**src/cursor2_geom_regs.svh**
```systemverilog
`ifndef CURSOR2_GEOM_REGS_SVH
`define CURSOR2_GEOM_REGS_SVH
`define IDX_CONTROL      8'hA8
`define IDX_HEIGHT_EXT   8'hA9
`define IDX_BASE_LOW     8'hAA
`define IDX_BASE_HIGH    8'hAB
`define IDX_X_LOW        8'hAC
`define IDX_X_HIGH       8'hAD
`define IDX_Y_LOW        8'hAE
`define IDX_Y_HIGH       8'hAF
`define RST_BYTE         8'h00
`define CTL_VEXT_BIT     3
`define CTL_ORIGIN_BIT   4
`define BASE_LOW_ADDR_LSB 4
`define BASE_HIGH_MASK   8'h3F
`define POS_SIGN_BIT     7
`define POS_MAG_HI_MASK  8'h07
`define HEIGHT_LINE_SHIFT 2
`endif

```
**src/cursor2_geom_pkg.sv**
```systemverilog
package cursor2_geom_pkg;
    typedef enum logic [2:0] {
        MODE_OFF, MODE_32_ANDXOR, MODE_128_2COL, MODE_128_1COL,
        MODE_64_3COL, MODE_64_ANDXOR, MODE_64_4COL, MODE_RSVD
    } cursor_mode_t;

    typedef struct packed {
        logic [7:0] control;
        logic [7:0] height_ext;
        logic [7:0] base_low;
        logic [7:0] base_high;
        logic [7:0] x_low;
        logic [7:0] x_high;
        logic [7:0] y_low;
        logic [7:0] y_high;
    } reg_file_t;

    typedef struct packed {
        logic        origin_active;
        logic [10:0] height_lines;
        logic        height_override;
        logic [21:0] base_offset;
        logic [3:0]  pattern_index;
        logic [21:0] pattern_addr;
        logic        x_sign;
        logic [10:0] x_mag;
        logic        y_sign;
        logic [10:0] y_mag;
    } geometry_t;
endpackage : cursor2_geom_pkg

```
**src/cursor2_geom_regs.sv**
```systemverilog
`timescale 1ns/1ps
`default_nettype none
`include "cursor2_geom_regs.svh"
// What this block does
// - With vertical extension on, the height is (extension field + 1) * 4 lines.
// - Base-low bits 7-4 give base offset bits 15-12 of the 22-bit offset.
// - Base-high bits 5-0 give base offset bits 21-16.
// - All patterns lie inside one 4KB space starting at the base offset.
// - Base-low bits 3-0 select one of up to 16 patterns, count set by mode.
// - Base-high bits 7-6 always read as zero.
// - X position is sign-magnitude: low byte, high bits 2-0, sign in bit 7.
// - Y position is sign-magnitude: low byte, high bits 2-0, sign in bit 7.
// - Bits 6-3 of the X-high and Y-high registers do not move the cursor.
// - Control bit 3 enables vertical extension, reset 0, else mode height.
// - Control bit 4 picks the origin: 0 border corner, 1 active area corner.
module cursor2_geom_regs
(
    input  wire logic                        sys_clk_i,
    input  wire logic                        rstn_i,
    input  wire logic [7:0]                  index_i,
    input  wire logic                        data_wr_i,
    input  wire logic                        data_rd_i,
    input  wire logic [7:0]                  data_wdata_i,
    input  wire logic                        frame_start_i,
    output logic      [7:0]                  data_rdata_o,
    output logic                             data_hit_o,
    output cursor2_geom_pkg::geometry_t      geometry_o,
    output logic      [2:0]                  mode_o
);
    typedef struct packed {
        cursor2_geom_pkg::reg_file_t regs;
        cursor2_geom_pkg::geometry_t geom;
        logic [2:0]                  mode;
        logic [7:0]                  rdata;
        logic                        hit;
    } state_t;

    state_t      st;
    state_t      next_st;
    logic [21:0] live_base;
    logic [21:0] live_addr;

    assign live_base = {st.regs.base_high[5:0],
                        st.regs.base_low[7:`BASE_LOW_ADDR_LSB],
                        12'h000};

    cursor2_pattern_addr u_addr
    (
        .base_i  (live_base),
        .index_i (st.regs.base_low[3:0]),
        .mode_i  (st.regs.control[2:0]),
        .addr_o  (live_addr)
    );

    always_comb
    begin
        next_st = st;
        next_st.hit = 1'b0;
        if (data_wr_i)
        begin
            case (index_i)
                `IDX_CONTROL:    next_st.regs.control    = data_wdata_i;
                `IDX_HEIGHT_EXT: next_st.regs.height_ext = data_wdata_i;
                `IDX_BASE_LOW:   next_st.regs.base_low   = data_wdata_i;
                `IDX_BASE_HIGH:  next_st.regs.base_high  =
                                     data_wdata_i & `BASE_HIGH_MASK;
                `IDX_X_LOW:      next_st.regs.x_low      = data_wdata_i;
                `IDX_X_HIGH:     next_st.regs.x_high     = data_wdata_i;
                `IDX_Y_LOW:      next_st.regs.y_low      = data_wdata_i;
                `IDX_Y_HIGH:     next_st.regs.y_high     = data_wdata_i;
                default:         next_st.regs            = st.regs;
            endcase
        end
        if (data_rd_i)
        begin
            next_st.hit = 1'b1;
            // Read data shows stored values, not the frame-latched copy.
            case (index_i)
                `IDX_CONTROL:    next_st.rdata = st.regs.control;
                `IDX_HEIGHT_EXT: next_st.rdata = st.regs.height_ext;
                `IDX_BASE_LOW:   next_st.rdata = st.regs.base_low;
                `IDX_BASE_HIGH:  next_st.rdata = st.regs.base_high
                                     & `BASE_HIGH_MASK;
                `IDX_X_LOW:      next_st.rdata = st.regs.x_low;
                `IDX_X_HIGH:     next_st.rdata = st.regs.x_high;
                `IDX_Y_LOW:      next_st.rdata = st.regs.y_low;
                `IDX_Y_HIGH:     next_st.rdata = st.regs.y_high;
                default:
                begin
                    next_st.rdata = `RST_BYTE;
                    next_st.hit   = 1'b0;
                end
            endcase
        end
        // Geometry is copied only at frame start so a half-written position
        // never tears the cursor mid-frame.
        if (frame_start_i)
        begin
            next_st.mode = st.regs.control[2:0];
            next_st.geom.origin_active =
                st.regs.control[`CTL_ORIGIN_BIT];
            next_st.geom.height_override =
                st.regs.control[`CTL_VEXT_BIT];
            // Eleven bits: an extension of FF asks for 1024 lines.
            next_st.geom.height_lines =
                ({3'b000, st.regs.height_ext} + 11'h001)
                << `HEIGHT_LINE_SHIFT;
            next_st.geom.base_offset   = live_base;
            next_st.geom.pattern_index = st.regs.base_low[3:0];
            next_st.geom.pattern_addr  = live_addr;
            next_st.geom.x_sign = st.regs.x_high[`POS_SIGN_BIT];
            next_st.geom.x_mag  = {st.regs.x_high[2:0],
                                   st.regs.x_low};
            next_st.geom.y_sign = st.regs.y_high[`POS_SIGN_BIT];
            next_st.geom.y_mag  = {st.regs.y_high[2:0],
                                   st.regs.y_low};
        end
    end

    always_ff @(posedge sys_clk_i or negedge rstn_i)
    begin
        if (!rstn_i)
        begin
            st <= '0;
        end
        else
        begin
            st <= next_st;
        end
    end

    assign data_rdata_o = st.rdata;
    assign data_hit_o   = st.hit;
    assign geometry_o   = st.geom;
    assign mode_o       = st.mode;
endmodule : cursor2_geom_regs
`default_nettype wire

```
**src/cursor2_pattern_addr.sv**
```systemverilog
`timescale 1ns/1ps
`default_nettype none
// Pattern start address from base, index and the mode's pattern size.
module cursor2_pattern_addr
(
    input  wire logic [21:0]  base_i,
    input  wire logic [3:0]   index_i,
    input  wire logic [2:0]   mode_i,
    output logic      [21:0]  addr_o
);
    logic [11:0] size_bytes;
    logic [15:0] product;

    always_comb
    begin
        // Bytes per pattern: 32x32x2bpp=256, 128x128x1bpp=2048,
        // 64x64x2bpp=1024. Disabled and reserved modes count as zero.
        case (cursor2_geom_pkg::cursor_mode_t'(mode_i))
            cursor2_geom_pkg::MODE_32_ANDXOR: size_bytes = 12'h100;
            cursor2_geom_pkg::MODE_128_2COL,
            cursor2_geom_pkg::MODE_128_1COL:  size_bytes = 12'h800;
            cursor2_geom_pkg::MODE_64_3COL,
            cursor2_geom_pkg::MODE_64_ANDXOR,
            cursor2_geom_pkg::MODE_64_4COL:   size_bytes = 12'h400;
            default:                          size_bytes = 12'h000;
        endcase
        product = {4'h0, size_bytes} * {12'h000, index_i};
        // Indices beyond the 4KB space wrap inside it, never outside.
        addr_o = {base_i[21:12], product[11:0]};
    end
endmodule : cursor2_pattern_addr
`default_nettype wire

```
**config.mk**
```make
export PLATFORM = sky130hd
export DESIGN_NAME = cursor2_geom_regs
export DESIGN_NICKNAME = d
export VERILOG_FILES = /design/src/cursor2_geom_pkg.sv /design/src/cursor2_geom_regs.sv /design/src/cursor2_pattern_addr.sv
export VERILOG_INCLUDE_DIRS = /design/src /design/src/src
export SDC_FILE = /design/constraint.sdc
export NUM_CORES = 1
export LEC_CHECK = 0
export BUFFER_PORTS_ARGS = -buffer_cell sky130_fd_sc_hd__buf_2
export CAP_MARGIN = 20
export CORE_MARGIN = 5
export CORE_UTILIZATION = 50
export CTS_BUF_LIST = sky130_fd_sc_hd__clkbuf_4 sky130_fd_sc_hd__clkbuf_8
export CTS_CLUSTER_SIZE = 28
export DETAILED_ROUTE_END_ITERATION = 16
export PLACE_DENSITY = 0.72
export SETUP_SLACK_MARGIN = 0.1
export SLEW_MARGIN = 40
export SYNTH_ARGS = -nofsm -noshare
export SYNTH_HDL_FRONTEND = slang
export SYNTH_HIERARCHICAL = 1
export SYNTH_SLANG_ARGS = --single-unit
```
**constraint.sdc**
```tcl
create_clock -name sys_clk_i -period 4 [get_ports sys_clk_i]
set_input_delay 0.4 -clock sys_clk_i [delete_from_list [all_inputs] [get_ports sys_clk_i]]
set_output_delay 0.4 -clock sys_clk_i [all_outputs]
set_load 0.02 [all_outputs]
```
==> reports/summary.txt <==
status: finished, violations left
failing checks: negative hold slack
Setup TNS: 0 ps
highest layer used for signal routing: met5
CP startpoint: index_i[0]
nets@finish: 577
fin crit period: 2210 ps
DIE HEIGHT: 129 um
WP data required: 4330 ps
Final Skew: 10.8 ps
Post-CTS Setup Repair Bufs: 0
Clk Latency, worst-skew pair: 440 ps
drt drc: 0
Main synth FF type: dfrtp_1
CTS root buf: clkbuf_8
CTS tree: yes
Crit Path Max Fanout: 31
antenna cells: 0
crit path capture type: flip-flop
Die Wd: 129 um
layout cells sized above 1: 48.9%
WS Path Type: primary input to flip-flop
flop2flop setup slack: 2400 ps
DP HPWL: 9.80 mm
# setup viols final: 0
total track usage: 17.5%
die area: 16700 um^2
FFs w/ async S/R, synth: 100%
Net Sw Frac: 24.0%
drt total wl: 13.7 mm
core area: 13900 um^2
Gate Count Post-Synth: 542
Seq pwr share: 47.6%
global-route wire length before repair: 22.5 mm
Post-synth EDFFs: 0
Placer Congestion: 0.802
clk sinks: 145
HP Class: primary input to asynchronous set/reset pin
Hold Fails Final Rpt: 5
Setup crit start kind: primary input
overflow left after global routing: 0
RSZ-0062 raised after global routing: false
worst hold slack: -15.8 ps
Initial Util: 51.0%
CP Data Arrival Time: 2540 ps
Worst-path clk slew: 80 ps
Leak: 4.07 nW
FF+latch count, synth: 145
largest area contributor in the netlist: dfrtp_1
Internal: 2.55 mW
buffers added on ports: 103
met1 wire length: 6.00 mm
maximum vdd drop: 0.000245 V
Vias/cell: 5.23
CTS buffer count: 17
Post-CTS Resized: 0
dpl cells: 715
Clk pwr share: 43.0%
Mapped Area: 7110 um^2
Site Rows: 43
post-route antenna net violation count: 0
post-synthesis sequential area ratio: 51.0%
Synth Area per Inst: 13.1 um^2
routed len/inst: 18.4 um
synth warn: 6
via count: 3907
Clock Tree Buf Depth: 2
count of different cell masters after synthesis: 37
hold_buf cts: 0
via count of the first global-routing pass: 4141
# H-tree levels: 4
detailed route wirelength on metal3: 791 um
pwr/cell area: 447 nW/um^2
metal2 WL: 6.71 mm
Comb pwr share: 9.4%
Max Clock Freq: 452 MHz
pin count of the biggest net entering global routing: 82
top post-synthesis cells by area: dfrtp_1, mux2_2, buf_4, mux2i_1, nor2_8
# IOs: 118
Max transition margin: 44.2%
Max-Cap Viols: 0
Worst Reg-to-Reg Cells: 4
drt first pass iters: 4
DRT iter0 DRCs: 174
Switch Pwr: 805 uW
FF-to-FF End: geometry_o[34]$_DFFE_PN0P_
area share of the largest cell type after synthesis: 51.0%
Non-Filler Instances: 747
period utilisation layout: 55.3%
worst slew pin tran: 836 ps
Layout area overhead: 5.49%
Slew Limit Fails: 0
Critical Path End: st[150]$_DFFE_PN0P_
worst reg2reg startpoint: st[155]$_DFFE_PN0P_
initial antenna violation count: 2
==> worst max-delay path, stage by stage <==
cell	delay (ps)
buf_2	630
or4b_1	840
nor2_8	300
mux2_2	360
==> layout by cell type (no fill, tap or decap), drive strengths merged <==
| cell | count |
|---|---|
| nor3 | 1 |
| dfrtp | 145 |
| clkbuf | 19 |
| clkinv | 5 |
| clkinvlp | 1 |
| nand4 | 1 |
| and2 | 3 |
| xor2 | 4 |
| a22oi | 1 |
| inv | 10 |
| o21ai | 14 |
| conb | 22 |
| mux2i | 29 |
| nand3 | 6 |
| a221o | 2 |
| or4 | 1 |
| ha | 2 |
| nor3b | 1 |
| nand3b | 5 |
| bufinv | 7 |
| or4b | 1 |
| nor2 | 14 |
| nor2b | 2 |
| and3 | 3 |
| nand2 | 4 |
| o22ai | 15 |
| a21oi | 9 |
| and4 | 1 |
| buf | 104 |
| or3b | 1 |
| mux2 | 129 |
| and3b | 1 |
| xnor2 | 3 |
| a21bo | 1 |
==> metal layers <==
layer / GRT usage [%] / vias to the layer above
met5: 0 / -
met4: 6.18 / 4
met3: 4.99 / 23
met2: 27.8 / 112
met1: 23.2 / 1982
li1: - / 1786
==> cells in the mapped netlist, types with 2 or more instances <==
| library cell | number |
|---|---|
| dfrtp_1 | 145 |
| mux2_2 | 126 |
| buf_4 | 115 |
| mux2i_1 | 29 |
| o22ai_1 | 15 |
| o21ai_0 | 14 |
| a21oi_1 | 9 |
| clkbuf_1 | 9 |
| inv_1 | 9 |
| nor2_8 | 8 |
| nor2_1 | 6 |
| nand3_1 | 5 |
| buf_2 | 4 |
| buf_6 | 4 |
| nand2_1 | 4 |
| nand3b_1 | 4 |
| xor2_1 | 4 |
| and2_1 | 3 |
| and3_1 | 3 |
| mux2_1 | 3 |
| xnor2_1 | 3 |
| a221o_1 | 2 |
| conb_1 | 2 |
| ha_1 | 2 |
| nor2b_1 | 2 |
==> how the worst min path moves through the flow <==
stage	startpoint	end	slack, ps	depth (start not counted)
after floorplan	rstn_i	data_hit_o$_DFF_PN0_	100	0
final	rstn_i	geometry_o[38]$_DFFE_PN0P_	-20	1
after global routing	rstn_i	geometry_o[81]$_DFFE_PN0P_	20	1
after CTS	rstn_i	geometry_o[38]$_DFFE_PN0P_	3	1
after global placement	rstn_i	geometry_o[38]$_DFFE_PN0P_	480	1
after detailed placement	rstn_i	geometry_o[38]$_DFFE_PN0P_	490	1
==> through the flow <==
stage | area (um^2) | hold WS, ps | setup WS [ps] | utilization [%] | total power, mW
after global placement | 6990 | 481 | 1400 | 50.2 | 1.93
after floorplan | 7190 | 104 | 2180 | - | 1.89
after global routing | 7500 | 19.7 | 1770 | 53.8 | 3.50
after CTS | 7500 | 2.81 | 1820 | 53.8 | 3.39
after detailed placement | 6990 | 490 | 1340 | 50.2 | 1.95
final | 7500 | -15.8 | 1790 | 53.8 | 3.35
==> cells by family after synthesis <==
logic type	after synthesis	synth area share [%]
flip-flops	145	51.0
XOR/XNOR	7	0.862
buffers and inverters	141	14.0
AND/OR/NAND/NOR	45	5.63
AO/OA/AOI/OAI	42	3.54
other	2	0.106
adder cells (fa/ha/maj)	2	0.352
multiplexers	158	24.5
==> final cells by class <==
type	count	area [um^2]
clock buffers	18	248
clock inverters	14	259
fillers	1222	6430
inverters	9	33.8
multi-input cells	276	2560
flip-flops and latches	145	3630
well taps	180	225
repair buffers	105	546
==> registers in the layout, summed over array words and instances, names as in the netlist <==
| signal | cells |
|---|---|
| mode_o | 3 |
| data_hit_o | 1 |
| data_rdata_o | 8 |
| live_base | 10 |
| st | 52 |
| geometry_o | 71 |
==> power by group through the flow <==
stage | clock network (mW) | registers (mW) | logic [mW]
floorplan | 0 | 1.60 | 0.292
global placement | 0 | 1.62 | 0.315
finish | 1.44 | 1.59 | 0.316
global route | 1.54 | 1.61 | 0.347
CTS | 1.47 | 1.60 | 0.323
detailed placement | 0 | 1.62 | 0.321
(Power assumes the default switching activity.)
